$ cat src/include/vid_seq_pkg.sv
// Shared constants and types for the reference sequencer
package vid_seq_pkg;

  // ==========================================================
  // Register map (byte addresses) and field positions
  localparam logic [11:0] CTRL_OFS     = 12'h000;
  localparam logic [11:0] STATUS_OFS   = 12'h004;
  localparam logic [11:0] INT_STAT_OFS = 12'h008;
  localparam logic [11:0] INT_MASK_OFS = 12'h00C;
  localparam int          ST_STATE_POS = 0;
  localparam int          ST_CLAMP_POS = 2;
  localparam int          ST_DRV_POS   = 3;
  localparam int          ST_CODE_POS  = 4;
  localparam int          ST_REF_POS   = 16;
  localparam logic [1:0]  CTRL_RESET   = 2'h0;
  localparam logic [3:0]  MASK_RESET   = 4'h0;

  // ==========================================================
  // Interrupt event bits
  localparam int IRQ_W        = 4;
  localparam int EV_OVP       = 0;
  localparam int EV_SS_DONE   = 1;
  localparam int EV_VID_ACC   = 2;
  localparam int EV_BIAS_LOST = 3;

  // ==========================================================
  // Code sampling and debounce, in switching cycles or readings
  localparam int         VID_W           = 5;
  localparam logic [4:0] NO_LOAD_CODE    = 5'h1F;
  localparam int         SAMPLES_LEGACY  = 4;
  localparam int         SAMPLES_STEPPED = 6;
  localparam int         STABLE_CYCLES   = 12;
  localparam int         STEPPED_READS   = 3;
  localparam int         STEP_INTERVAL   = 4;
  localparam int         SS_DELAY        = 16;
  localparam int         SS_RAMP_PERIOD  = 16;

  // ==========================================================
  // Reference levels, one unit is the soft-start increment
  localparam int REF_W          = 9;
  localparam int REF_UNIT_UV    = 12500;
  localparam int LEGACY_STEP_UV = 25000;
  localparam int STEPPED_STEP_UV = 12500;
  localparam int OVP_MARGIN_UV  = 200000;
  localparam int FIXED_LOW_UV   = 1650000;
  localparam int FIXED_HIGH_UV  = 1950000;
  localparam int LEGACY_UNITS   = LEGACY_STEP_UV / REF_UNIT_UV;
  localparam int STEPPED_UNITS  = STEPPED_STEP_UV / REF_UNIT_UV;
  localparam int OVP_MARGIN_U   = OVP_MARGIN_UV / REF_UNIT_UV;
  localparam int FIXED_LOW_U    = FIXED_LOW_UV / REF_UNIT_UV;
  localparam int FIXED_HIGH_U   = FIXED_HIGH_UV / REF_UNIT_UV;

  // ==========================================================
  // Types
  typedef enum logic [1:0] {MODE_LEGACY, MODE_ALTERNATE, MODE_STEPPED} mode_t;
  typedef enum logic [1:0] {SS_OFF, SS_DELAY_ST, SS_RAMP, SS_RUN} ss_state_t;

  typedef struct packed {
    logic vcc_ok;
    logic driver_bias_supply_ok;
    logic enable_ok;
    logic ovp_trip;
    logic ovp_release;
    logic fb_above_ref;
  } cmp_t;

  typedef struct packed {
    logic             phase;
    logic [VID_W-1:0] code;
    cmp_t             cmp;
  } pins_t;

  typedef struct packed {
    ss_state_t        st;
    logic [3:0]       cnt;
    logic [1:0]       step_cnt;
    logic [REF_W-1:0] ref_lvl;
    logic [REF_W-1:0] ovp_thr;
    logic             drv_on;
    logic             drive_en;
    logic             clamp;
    logic             gate_oe;
    logic             phase_prev;
    logic [1:0]       mode;
    logic [IRQ_W-1:0] irq_stat;
    logic [IRQ_W-1:0] irq_mask;
    logic [31:0]      prdata;
    logic             pslverr;
  } seq_state_t;

endpackage : vid_seq_pkg

$ cat src/logic/pin_sync.sv
// Two-stage synchroniser for asynchronous pin inputs
`timescale 1ns/1ps
module pin_sync #(
  parameter int W = 1
) (
  // Clock and reset
  input  wire logic         pclk,
  input  wire logic         presetn,
  // Pins and synchronised copy
  input  wire logic [W-1:0] async_in,
  output logic      [W-1:0] sync_out
);

  typedef struct packed {
    logic [W-1:0] meta;
    logic [W-1:0] stable;
  } sync_t;

  sync_t s_q;
  sync_t s_d;

  // First stage feeds only the second
  always_comb begin
    s_d.meta   = async_in;
    s_d.stable = s_q.meta;
  end

  // State register
  always_ff @(posedge pclk or negedge presetn) begin
    if (!presetn) begin
      s_q <= '0;
    end else begin
      s_q <= s_d;
    end
  end

  assign sync_out = s_q.stable;

endmodule : pin_sync

$ cat src/logic/vid_debounce.sv
// Code sampler and debouncer timed by the switching cycle
`timescale 1ns/1ps
module vid_debounce #(
  parameter int CW = 16
) (
  // Clock and reset
  input  wire logic                           pclk,
  input  wire logic                           presetn,
  // Timing and setting
  input  wire logic                           phase_tick,
  input  wire logic                           stepped,
  // Code in and accepted code out
  input  wire logic [vid_seq_pkg::VID_W-1:0] code_in,
  output logic      [vid_seq_pkg::VID_W-1:0] code_out,
  output logic                                accept
);

  typedef struct packed {
    logic [CW-1:0]                  per_cnt;
    logic [CW-1:0]                  period;
    logic [CW-1:0]                  sub_cnt;
    logic [vid_seq_pkg::VID_W-1:0] cand;
    logic [vid_seq_pkg::VID_W-1:0] code;
    logic [3:0]                     stable;
    logic                           accept;
  } deb_t;

  deb_t          s_q;
  deb_t          s_d;
  logic [CW-1:0] interval;
  logic          sample;
  logic          settled;

  // Sub-cycle sample spacing from the last measured period
  always_comb begin
    s_d      = s_q;
    interval = stepped ? CW'((s_q.period + 1'b1) / CW'(vid_seq_pkg::SAMPLES_STEPPED))
                       : CW'((s_q.period + 1'b1) / CW'(vid_seq_pkg::SAMPLES_LEGACY));
    sample   = phase_tick || (CW'(s_q.sub_cnt + 1'b1) >= interval);
    s_d.per_cnt = phase_tick ? '0 : CW'(s_q.per_cnt + 1'b1);
    if (phase_tick) begin
      s_d.period = s_q.per_cnt;
    end
    s_d.sub_cnt = sample ? '0 : CW'(s_q.sub_cnt + 1'b1);
    // Stability count: readings when stepped, cycles otherwise
    if (sample && (code_in != s_q.cand)) begin
      s_d.cand   = code_in;
      s_d.stable = stepped ? 4'h1 : 4'h0;
    end else if (stepped && sample && (s_q.stable < 4'(vid_seq_pkg::STEPPED_READS))) begin
      s_d.stable = 4'(s_q.stable + 1'b1);
    end else if (!stepped && phase_tick && (s_q.stable < 4'(vid_seq_pkg::STABLE_CYCLES))) begin
      s_d.stable = 4'(s_q.stable + 1'b1);
    end
    settled = stepped ? (s_q.stable >= 4'(vid_seq_pkg::STEPPED_READS))
                      : (s_q.stable >= 4'(vid_seq_pkg::STABLE_CYCLES));
    s_d.accept = settled && (s_q.cand != s_q.code);
    if (s_d.accept) begin
      s_d.code = s_q.cand;
    end
  end

  // State register, starts at the no-load code
  always_ff @(posedge pclk or negedge presetn) begin
    if (!presetn) begin
      s_q      <= '0;
      s_q.cand <= vid_seq_pkg::NO_LOAD_CODE;
      s_q.code <= vid_seq_pkg::NO_LOAD_CODE;
    end else begin
      s_q <= s_d;
    end
  end

  assign code_out = s_q.code;
  assign accept   = s_q.accept;

endmodule : vid_debounce

$ cat src/logic/vid_reference_sequencer.sv
// Reference sequencer: start-up, soft-start, code tracking, clamp, APB
//
// The register offsets and register access over APB were decided locally.
`timescale 1ns/1ps

// Overview of operation
// - Legacy/alternate: sample code four times per cycle
// - Legacy: accept code after 12 stable cycles
// - Legacy: step 25 mV every four cycles
// - Stepped: sample code six times per cycle
// - Stepped: three equal readings, jump reference directly
// - Low-side gates floated while bias below reset
// - Post-reset fixed threshold clamps low-side switches
// - Soft-start threshold: max(fixed, DAC+200mV), later DAC+200mV
// - Clamp holds until hysteresis release level
// - Clamp never latches, repeats on new crossing
// - Below bias thresholds all switches off
// - Code 11111 keeps converter disabled
// - Start at once when all conditions met
// - Wait 16 cycles before ramping reference
// - Ramp 12.5 mV every 16 cycles
// - Hold drives off while feedback above ramp
// - Pre-charged above target: enable at ramp end
module vid_reference_sequencer #(
  parameter logic [vid_seq_pkg::REF_W-1:0] REF_BASE_UNITS = 9'h094,
  parameter int                            PERIOD_W       = 16
) (
  // Clock and reset
  input  wire logic        pclk,
  input  wire logic        presetn,
  // APB slave
  input  wire logic [11:0] paddr,
  input  wire logic        psel,
  input  wire logic        penable,
  input  wire logic        pwrite,
  input  wire logic [31:0] pwdata,
  output logic      [31:0] prdata,
  output logic             pready,
  output logic             pslverr,
  // Pins from the processor and the switching clock
  input  wire logic [4:0]  voltage_id_code,
  input  wire logic        phase_clk_in,
  // Comparator decisions
  input  wire logic        vcc_ok_in,
  input  wire logic        driver_bias_supply_ok_in,
  input  wire logic        threshold_enable_input,
  input  wire logic        overvoltage_guard_trip,
  input  wire logic        overvoltage_guard_release,
  input  wire logic        feedback_sense_above_ref,
  // Drive decisions and levels
  output logic             low_side_gate_on,
  output logic             low_side_gate_oe,
  output logic             drive_enable,
  output logic [8:0]       reference_target_voltage,
  output logic [8:0]       overvoltage_guard_threshold,
  output logic             irq
);

  // ==========================================================
  // Declarations
  vid_seq_pkg::seq_state_t          s_q;
  vid_seq_pkg::seq_state_t          s_d;
  vid_seq_pkg::pins_t               pins_raw;
  vid_seq_pkg::pins_t               pins;
  vid_seq_pkg::cmp_t                cmp;
  logic                             phase_tick;
  logic [vid_seq_pkg::VID_W-1:0]    code;
  logic                             accept;
  logic                             stepped;
  logic                             bias_ok;
  logic                             start_ok;
  logic [vid_seq_pkg::REF_W-1:0]    step_units;
  logic [vid_seq_pkg::REF_W-1:0]    target;
  logic [vid_seq_pkg::REF_W-1:0]    fixed_thr;
  logic [vid_seq_pkg::REF_W-1:0]    dac_thr;
  logic [vid_seq_pkg::REF_W-1:0]    ref_next;
  logic [vid_seq_pkg::IRQ_W-1:0]    events;
  logic [vid_seq_pkg::IRQ_W-1:0]    w1c;
  logic                             setup;
  logic                             wr;
  logic                             mapped;

  // ==========================================================
  // Pin synchronisation
  assign pins_raw.phase = phase_clk_in;
  assign pins_raw.code  = voltage_id_code;
  assign pins_raw.cmp   = '{vcc_ok:                vcc_ok_in,
                            driver_bias_supply_ok: driver_bias_supply_ok_in,
                            enable_ok:             threshold_enable_input,
                            ovp_trip:              overvoltage_guard_trip,
                            ovp_release:           overvoltage_guard_release,
                            fb_above_ref:          feedback_sense_above_ref};

  pin_sync #(
    .W ($bits(vid_seq_pkg::pins_t))
  ) u_sync (
    .pclk     (pclk),
    .presetn  (presetn),
    .async_in (pins_raw),
    .sync_out (pins)
  );

  // One tick per cycle
  assign cmp        = pins.cmp;
  assign phase_tick = pins.phase && !s_q.phase_prev;
  assign stepped    = (s_q.mode == vid_seq_pkg::MODE_STEPPED);

  // ==========================================================
  // Code sampling and debounce
  vid_debounce #(
    .CW (PERIOD_W)
  ) u_deb (
    .pclk       (pclk),
    .presetn    (presetn),
    .phase_tick (phase_tick),
    .stepped    (stepped),
    .code_in    (pins.code),
    .code_out   (code),
    .accept     (accept)
  );

  // ==========================================================
  // Target level and threshold candidates
  always_comb begin
    // Unit per code
    step_units = stepped ? vid_seq_pkg::REF_W'(vid_seq_pkg::STEPPED_UNITS)
                         : vid_seq_pkg::REF_W'(vid_seq_pkg::LEGACY_UNITS);
    target     = vid_seq_pkg::REF_W'(REF_BASE_UNITS
                 - vid_seq_pkg::REF_W'(code) * step_units);
    // Floor per setting
    fixed_thr  = (s_q.mode == vid_seq_pkg::MODE_LEGACY)
                 ? vid_seq_pkg::REF_W'(vid_seq_pkg::FIXED_HIGH_U)
                 : vid_seq_pkg::REF_W'(vid_seq_pkg::FIXED_LOW_U);
    dac_thr    = vid_seq_pkg::REF_W'(target
                 + vid_seq_pkg::REF_W'(vid_seq_pkg::OVP_MARGIN_U));
  end

  // Start conditions
  assign bias_ok  = cmp.vcc_ok && cmp.driver_bias_supply_ok;
  assign start_ok = bias_ok && cmp.enable_ok
                    && (code != vid_seq_pkg::NO_LOAD_CODE);

  // Legacy step toward the target, never overshooting
  always_comb begin
    // Last step partial
    if (s_q.ref_lvl < target) begin
      ref_next = ((target - s_q.ref_lvl) < step_units) ? target
                 : vid_seq_pkg::REF_W'(s_q.ref_lvl + step_units);
    end else begin
      ref_next = ((s_q.ref_lvl - target) < step_units) ? target
                 : vid_seq_pkg::REF_W'(s_q.ref_lvl - step_units);
    end
  end

  // ==========================================================
  // APB decode
  // Zero wait states
  assign setup  = psel && !penable;
  assign wr     = psel && penable && pwrite;
  assign mapped = (paddr == vid_seq_pkg::CTRL_OFS)
                  || (paddr == vid_seq_pkg::STATUS_OFS)
                  || (paddr == vid_seq_pkg::INT_STAT_OFS)
                  || (paddr == vid_seq_pkg::INT_MASK_OFS);
  assign w1c    = (wr && (paddr == vid_seq_pkg::INT_STAT_OFS))
                  ? pwdata[vid_seq_pkg::IRQ_W-1:0] : '0;

  // ==========================================================
  // Next-state logic
  always_comb begin
    s_d            = s_q;
    events         = '0;
    s_d.phase_prev = pins.phase;

    // Sequencer
    case (s_q.st)
      vid_seq_pkg::SS_OFF: begin
        s_d.ref_lvl  = '0;
        s_d.drv_on   = 1'b0;
        s_d.cnt      = '0;
        if (start_ok) begin
          s_d.st = vid_seq_pkg::SS_DELAY_ST;
        end
      end

      // Fixed delay
      vid_seq_pkg::SS_DELAY_ST: begin
        if (phase_tick) begin
          s_d.cnt = 4'(s_q.cnt + 1'b1);
          if (s_q.cnt == 4'(vid_seq_pkg::SS_DELAY - 1)) begin
            s_d.st  = vid_seq_pkg::SS_RAMP;
            s_d.cnt = '0;
          end
        end
      end

      // Linear ramp
      vid_seq_pkg::SS_RAMP: begin
        if (!cmp.fb_above_ref) begin
          s_d.drv_on = 1'b1;
        end
        if (s_q.ref_lvl >= target) begin
          s_d.ref_lvl = target;
          s_d.st      = vid_seq_pkg::SS_RUN;
          s_d.drv_on  = 1'b1;
          events[vid_seq_pkg::EV_SS_DONE] = 1'b1;
        end else if (phase_tick) begin
          s_d.cnt = 4'(s_q.cnt + 1'b1);
          if (s_q.cnt == 4'(vid_seq_pkg::SS_RAMP_PERIOD - 1)) begin
            s_d.ref_lvl = vid_seq_pkg::REF_W'(s_q.ref_lvl + 1'b1);
            s_d.cnt     = '0;
          end
        end
      end

      // Track the code
      vid_seq_pkg::SS_RUN: begin
        s_d.drv_on = 1'b1;
        if (stepped) begin
          s_d.ref_lvl  = target;
          s_d.step_cnt = '0;
        end else if (s_q.ref_lvl == target) begin
          s_d.step_cnt = '0;
        end else if (phase_tick) begin
          s_d.step_cnt = 2'(s_q.step_cnt + 1'b1);
          if (s_q.step_cnt == 2'(vid_seq_pkg::STEP_INTERVAL - 1)) begin
            s_d.ref_lvl = ref_next;
          end
        end
      end

      // Recover to off
      default: begin
        s_d.st = vid_seq_pkg::SS_OFF;
      end
    endcase

    // Loss of any start condition returns to off
    if (!start_ok) begin
      s_d.st     = vid_seq_pkg::SS_OFF;
      s_d.drv_on = 1'b0;
      // Restart from zero
      s_d.ref_lvl = '0;
      if (!bias_ok && (s_q.st != vid_seq_pkg::SS_OFF)) begin
        events[vid_seq_pkg::EV_BIAS_LOST] = 1'b1;
      end
    end

    // Threshold selection
    // Floor during start
    if (s_q.st == vid_seq_pkg::SS_RUN) begin
      s_d.ovp_thr = dac_thr;
    end else if (s_q.st == vid_seq_pkg::SS_OFF) begin
      s_d.ovp_thr = fixed_thr;
    end else begin
      s_d.ovp_thr = (dac_thr > fixed_thr) ? dac_thr : fixed_thr;
    end

    // Non-latching clamp after reset is released
    // Bias loss ends it
    s_d.clamp = bias_ok && (cmp.ovp_trip
                || (s_q.clamp && !cmp.ovp_release));
    if (s_d.clamp && !s_q.clamp) begin
      events[vid_seq_pkg::EV_OVP] = 1'b1;
    end
    if (accept) begin
      events[vid_seq_pkg::EV_VID_ACC] = 1'b1;
    end

    // Gate outputs
    // Core bias only
    s_d.gate_oe  = cmp.vcc_ok;
    s_d.drive_en = bias_ok && s_d.drv_on && !s_d.clamp;

    // Register writes, set wins over clear
    if (wr && (paddr == vid_seq_pkg::CTRL_OFS)) begin
      s_d.mode = pwdata[1:0];
    end
    if (wr && (paddr == vid_seq_pkg::INT_MASK_OFS)) begin
      s_d.irq_mask = pwdata[vid_seq_pkg::IRQ_W-1:0];
    end
    s_d.irq_stat = (s_q.irq_stat & ~w1c) | events;

    // Read data latched in the setup phase
    // Stands to next setup
    if (setup) begin
      s_d.pslverr = !mapped;
      s_d.prdata  = '0;
      case (paddr)
        vid_seq_pkg::CTRL_OFS: begin
          s_d.prdata[1:0] = s_q.mode;
        end
        vid_seq_pkg::STATUS_OFS: begin
          s_d.prdata[vid_seq_pkg::ST_STATE_POS +: 2] = s_q.st;
          s_d.prdata[vid_seq_pkg::ST_CLAMP_POS]      = s_q.clamp;
          s_d.prdata[vid_seq_pkg::ST_DRV_POS]        = s_q.drive_en;
          s_d.prdata[vid_seq_pkg::ST_CODE_POS +: vid_seq_pkg::VID_W] = code;
          s_d.prdata[vid_seq_pkg::ST_REF_POS +: vid_seq_pkg::REF_W]  = s_q.ref_lvl;
        end
        vid_seq_pkg::INT_STAT_OFS: begin
          s_d.prdata[vid_seq_pkg::IRQ_W-1:0] = s_q.irq_stat;
        end
        vid_seq_pkg::INT_MASK_OFS: begin
          s_d.prdata[vid_seq_pkg::IRQ_W-1:0] = s_q.irq_mask;
        end
        default: begin
          s_d.prdata = '0;
        end
      endcase
    end
  end

  // ==========================================================
  // State register
  // Package reset codes
  always_ff @(posedge pclk or negedge presetn) begin
    if (!presetn) begin
      s_q          <= '0;
      s_q.st       <= vid_seq_pkg::SS_OFF;
      s_q.mode     <= vid_seq_pkg::CTRL_RESET;
      s_q.irq_mask <= vid_seq_pkg::MASK_RESET;
    end else begin
      s_q <= s_d;
    end
  end

  // ==========================================================
  // Outputs
  // Flopped, pready tied high, irq a level
  assign pready                      = 1'b1;
  assign prdata                      = s_q.prdata;
  assign pslverr                     = s_q.pslverr;
  assign low_side_gate_on            = s_q.clamp;
  assign low_side_gate_oe            = s_q.gate_oe;
  assign drive_enable                = s_q.drive_en;
  assign reference_target_voltage    = s_q.ref_lvl;
  assign overvoltage_guard_threshold = s_q.ovp_thr;
  assign irq                         = |(s_q.irq_stat & s_q.irq_mask);

endmodule : vid_reference_sequencer

$ cat config.mk
export PLATFORM = sky130hd
export DESIGN_NAME = vid_reference_sequencer
export DESIGN_NICKNAME = d
export VERILOG_FILES = /design/src/include/vid_seq_pkg.sv /design/src/logic/pin_sync.sv /design/src/logic/vid_debounce.sv /design/src/logic/vid_reference_sequencer.sv
export SDC_FILE = /design/constraint.sdc
export NUM_CORES = 1
export LEC_CHECK = 0
export BUFFER_PORTS_ARGS = -buffer_cell sky130_fd_sc_hd__buf_2
export CAP_MARGIN = 20
export CELL_PAD_IN_SITES_DETAIL_PLACEMENT = 0
export CELL_PAD_IN_SITES_GLOBAL_PLACEMENT = 1
export CORE_MARGIN = 2
export CORE_UTILIZATION = 45
export DETAILED_ROUTE_END_ITERATION = 7
export GPL_TIMING_DRIVEN = 0
export PLACE_DENSITY_LB_ADDON = 0.1
export SETUP_SLACK_MARGIN = 0.4
export SLEW_MARGIN = 20
export SYNTH_ARGS = -nofsm -noshare
export SYNTH_HDL_FRONTEND = slang
export SYNTH_HIERARCHICAL = 1
export SYNTH_SLANG_ARGS = --single-unit
$ cat constraint.sdc
create_clock -name pclk -period 7.8 [get_ports pclk]
set_clock_uncertainty 0.1 [all_clocks]
set_input_delay 1.95 -clock pclk [delete_from_list [all_inputs] [get_ports pclk]]
set_output_delay 1.95 -clock pclk [all_outputs]
set_load 0.01 [all_outputs]
# After elaboration in Yosys (flattened, before gate mapping)
# Cells that the tools add are included.
# word_totals
register_bits	147
in_bits	61
output_inout_bits	56
elab_cells	176
# classes
add_sub_neg	13
mul	1
n_div	1
order_cmp	10
n_eq_ne	26
mux	50
n_bitwise	4
n_reduce_logical	47
# op_table
operator	count
9-bit 2-to-1 mux	13
16-bit by 1-bit adder with 16-bit output (second input constant)	3
16-bit 2-to-1 mux	3
4-bit 2-to-1 mux	7
9-bit one-hot mux with 3 select lines	1
12-bit by 4-bit == test with 1-bit output (second input constant)	2
1-bit logical AND	22
11-bit 2-to-1 mux	2
9-bit by 2-bit less-than comparator with 1-bit output	2
6-bit one-hot mux with 3 select lines	1
9-bit subtractor	2
16-bit by 3-bit divider with 16-bit output (second input constant)	1
16-bit >= comparator	1
12-bit by 3-bit == test with 1-bit output (second input constant)	1
12-bit zero test	1
6-bit 2-to-1 mux	2
4-bit != test (second input constant)	3
1-bit 2-to-1 mux	11
2-bit 2-to-1 mux	5
5-bit 2-to-1 mux	2
5-bit != test	2
9-bit by 1-bit adder with 9-bit output (second input constant)	1
9-bit by 2-bit adder with 9-bit output	1
9-bit by 5-bit adder with 9-bit output (second input constant)	1
38 further kinds	62

# Longest topological paths before layout
# logic_depth
depth_word	14
mapped_depth	32
ltp_nobuf	28

# Hierarchy
# Netlist, hierarchy kept.
# by_module_without_submodules
mod	instances	cells_each	area_each_um2	seq_area_each_um2
vid_reference_sequencer	1	598	5081.1	1501.4
vid_debounce	1	563	4969.8	1589.0
pin_sync	1	24	600.6	600.6

# Worst setup path before layout
# OpenSTA, ideal clock, no wires.
# synth_timing
path_kind	register -> register
startpoint	register u_deb/s_q[38] (netlist name)
endpoint	register u_deb/s_q[3] (netlist name)
setup_ns	0.118
t_arrival_ns	5.973
t_required_ns	7.582
path_slack_ns	1.609
stages_incl_launch_ff	30
n_path_buf	2
synth_period_minus_slack_ns	6.191
cell_sequence	dfrtp_1 > nand4_4 > or4_4 > xor2_1 > nand2_1 > o32ai_1 > o22ai_1 > and2_1 > buf_2 > o32ai_1 > a221oi_4 > and2_1 > buf_4 > a31o_2 > a21oi_1 > a21oi_1 > nor3_1 > ha_1 > nand2b_1 > a21o_1 > a21o_1 > a21oi_1 > o21ai_0 > nand4_1 > nand2_1 > a2111o_1 > a22o_1 > nand2_1 > xor2_1 > nor2_1
# synth_via
elab_chain_len	9
word_cells_on_any_way	11
cone_classes	1 x add/sub; 1 x div; 1 x order compare; 3 x mux; 5 x reduce/logical
# synth_rtl
item	line_no	source
start, declared	vid_debounce.sv:28	deb_t s_q;
16-bit by 1-bit adder with 16-bit output *	vid_debounce.sv:37, vid_debounce.sv:38	
16-bit by 3-bit divider with 16-bit output	vid_debounce.sv:37	interval = stepped ? CW'((s_q.period + 1'b1) / CW'(vid_seq_pkg::SAMPLES_STEPPED))
16-bit 2-to-1 mux *	vid_debounce.sv:37	
16-bit >= comparator *	vid_debounce.sv:39	sample = phase_tick || (CW'(s_q.sub_cnt + 1'b1) >= interval);
1-bit logical OR *	vid_debounce.sv:39	
1-bit logical AND (2 in series)	vid_debounce.sv:49	end else if (stepped && sample && (s_q.stable < 4'(vid_seq_pkg::STEPPED_READS))) begin
4-bit 2-to-1 mux	vid_debounce.sv:49	
4-bit 2-to-1 mux	vid_debounce.sv:46	if (sample && (code_in != s_q.cand)) begin
# Mark *: on every way between the ends. The rest lies on a longest branch, timed or not.
# A chain may end at the register's enable or synchronous reset.

# Worst setup path after layout
# layout_timing
startpoint	register u_deb/s_q[32] (netlist name)
endpoint	register u_deb/s_q[3] (netlist name)
# The elaborated chain is that of the path after synthesis.

==> flow_metrics.env <==
export IMPL_drive_gt1_share_pct=20.9
export IMPL_ir_drop_mv=0.125
export IMPL_grt_pass1_wl_mm=46.2
export IMPL_drv_slew=0
export IMPL_n_antenna_cell=0
export IMPL_synth_main_ff_cell="dfrtp_1"
export IMPL_cts_tree="built"
export IMPL_layout_commonest_cell="dfrtp_1"
export IMPL_first_pass_iters=5
export IMPL_finalSetupViolCount=0
export IMPL_grt_pass1_vias=8858
export IMPL_numCtsBuffers=17
export IMPL_status="finished clean"
export IMPL_tightest_slew_ns=0.759
export IMPL_vias_per_cell=5.54
export IMPL_grt_busiest_layer="met2"
export IMPL_fillers=2257
export IMPL_antenna_found_initial=0
export IMPL_coreArea_um2=23300
export IMPL_io_pins=117
export IMPL_antenna_left=0
export IMPL_yosys_area_top_type="dfrtp_1"
export IMPL_multi_input_area_um2=6320
export IMPL_cp_arrival_ns=7.17
export IMPL_gr_usage_all_layers_pct=23.4
export IMPL_clk_pin_slew_worst_paths_ns=0.07
export IMPL_worstSetupStartpoint="u_deb/s_q[32]"
export IMPL_cts_sinks=147
export IMPL_synthCells=1185
export IMPL_fmax_mhz=144
export IMPL_wl_per_cell_um=17.4
export IMPL_min_from="u_sync/s_d[11]"
export IMPL_syn_area_per_cell_um2=8.99
export IMPL_finalHoldViolations=0
export IMPL_critPathKind="register to register"
export IMPL_synthesis_area_um2=10700
export IMPL_regToRegStartpoint="u_deb/s_q[32]"
export IMPL_drv_cap=0
export IMPL_clk_latency_ns=0.44
export IMPL_slowest_stage="or4b_1"
export IMPL_worst_setup_path_start_kind="register"
export IMPL_use_met2_pct=39.6
export IMPL_crit_top_cell="nand2_1"
export IMPL_ff2ff_setup_slack_ns=0.86
export IMPL_seqCellArea_um2=3690
export IMPL_maxSlewHeadroom_pct=49.1
export IMPL_start_util_pct=45.7
export IMPL_cp_slowest_stage_delay_ns=0.57
export IMPL_area_growth_syn_to_layout_pct=15.4
export IMPL_crit_required_ns=8.03
export IMPL_p_leak_nw=5.58
export IMPL_totalWireLength_mm=28.3
export IMPL_htreeDepth=4
export IMPL_yosysSeqAreaShare_pct=34.7
export IMPL_drt_iter0_drc=600
export IMPL_vias=9015
export IMPL_met3_usage_pct=3.12
export IMPL_rows=56
export IMPL_dp_hpwl_mm=20.9
export IMPL_gp_congestion=0.897
export IMPL_worstSetupEndpointType="register"
export IMPL_final_cell_mix="dfrtp_1, nand2_1, nor2_1"
export IMPL_synth_edf_count=0
export IMPL_synth_distinct_cells=93
export IMPL_die_h_um=158
export IMPL_clockRootBuffer="clkbuf_16"
export IMPL_clockBufferDepth=2
export IMPL_synth_warning_count=6
export IMPL_port_buffers=71
export IMPL_p_total_mw=2.00
export IMPL_rsz0062_at_grt="no"
export IMPL_synth_top_cell_area_share_pct=32.2
export IMPL_period_minus_slack_ns=6.94
export IMPL_final_nets=1409
export IMPL_critPathMaxFanout=9
export IMPL_grt_ovfl_total=0
export IMPL_fin_crit_sh_pct=88.9
export IMPL_die_w_um=158
export IMPL_grt_start_max_net_pins=89
export IMPL_dieArea_um2=24900
export IMPL_hold_ws_ns=0.247
export IMPL_hold_class="register to register"
export IMPL_ys_ff_latch=147
export IMPL_drc=0
export IMPL_cellPowerDensity_nw_per_um2=162
export IMPL_grt_util_met1_pct=30.9
export IMPL_ys_top_cells_by_area="dfrtp_1, ha_1, xnor2_1, buf_4, mux2_2"
export IMPL_ys_async_sr_fraction_pct=100
==> cells by family (layout without fill, tap and decap cells) <==
group           count (synthesis)  after routing  synth area share, %
flops                         147            147                 34.7
other cells                     3             21                0.106
fa+ha+maj                      53             53                 6.51
compound gates                281            281                 18.3
buf+inv                       155            260                 7.79
simple gates                  402            402                 19.3
xor+xnor                       92             92                 7.81
mux                            52             52                 5.54
==> what timing repair did <==
item	in CTS	in global routing
buffers inserted	0	1
setup endpoints to repair	10	38
hold buffers	0	0
pin swaps	0	1
resized for setup	4	27
hold endpoints to repair	0	0
==> path summary, 6_finish.rpt <==
| check | depth (start not counted) | end |
|---|---|---|
| min | 0 | u_sync/sync_out[11] |
| max | 30 | u_deb/s_q[3] |
| min reg2reg | 0 | u_sync/sync_out[11] |
| max reg2reg | 30 | u_deb/s_q[3] |
| max in group asynchronous | 2 | u_deb/code_out[0] |
| min in group asynchronous | 1 | pslverr |
==> metrics by stage <==
| step | util (%) | setup WS, ns | instances | setup TNS (ns) | cell area (µm²) |
|---|---|---|---|---|---|
| 5_1_grt | 52.7 | 0.429 | 1627 | 0 | 12300 |
| 6_report | 52.7 | 0.864 | 1627 | 0 | 12300 |
| 2_1_floorplan | - | 1.61 | 1203 | 0 | 10700 |
| 4_1_cts | 52.2 | 0.508 | 1626 | 0 | 12200 |
| 3_3_place_gp | 49.2 | -0.0516 | 1593 | -0.0771 | 11500 |
| 3_5_place_dp | 49.4 | 0.161 | 1594 | 0 | 11500 |
==> synth_stat cells (all sizes together) (19+ instances only) <==
cell type / instances
a21oi: 59
buf: 75
clkbuf: 37
dfrtp: 137
ha: 49
inv: 43
mux2: 36
nand2: 104
nand3: 53
nand4: 23
nor2: 93
nor2b: 19
nor3: 29
o21ai: 60
o31ai: 20
xnor2: 51
xor2: 41
==> sequential cells by signal, summed over array words and instances (netlist names) <==
name,cells
s_q,20
pslverr,1
overvoltage_guard_threshold,9
low_side_gate_on,1
u_sync/s_d,12
drive_enable,1
u_deb/s_q,57
prdata,18
low_side_gate_oe,1
u_deb/accept,1
reference_target_voltage,9
u_deb/code_out,5
u_sync/sync_out,12
==> area by class of cell <==
type                       count  area share (%)
timing repair buffer          73            3.26
clock buffer                  17            3.46
clock inverter                15            1.75
tap                          319            3.25
multi-input combinational    901            51.4
buffer                       112            5.51
inverter                      43            1.31
sequential                   147            30.0
==> where the power goes <==
part           total (mW)  leakage, nW  internal, mW  switching [mW]
clock network       0.901        0.312         0.521           0.380
registers           0.829         1.90         0.795          0.0345
logic               0.265         3.37         0.112           0.153
==> metal layers <==
layer,vias to the layer above,share of wire [%]
li1,4429,-
met1,4318,45
met2,223,49
met3,45,3.6
met4,0,2.6
met5,-,0
==> critical path: cells and delay by family (launching register included) <==
family,cells,cell delay [ns]
xor+xnor,2,0.43
fa+ha+maj,2,0.51
flops,1,0.44
compound gates,10,2.58
simple gates,14,2.45
buf+inv,2,0.30
Note: power is estimated with default switching activity, not from simulation.
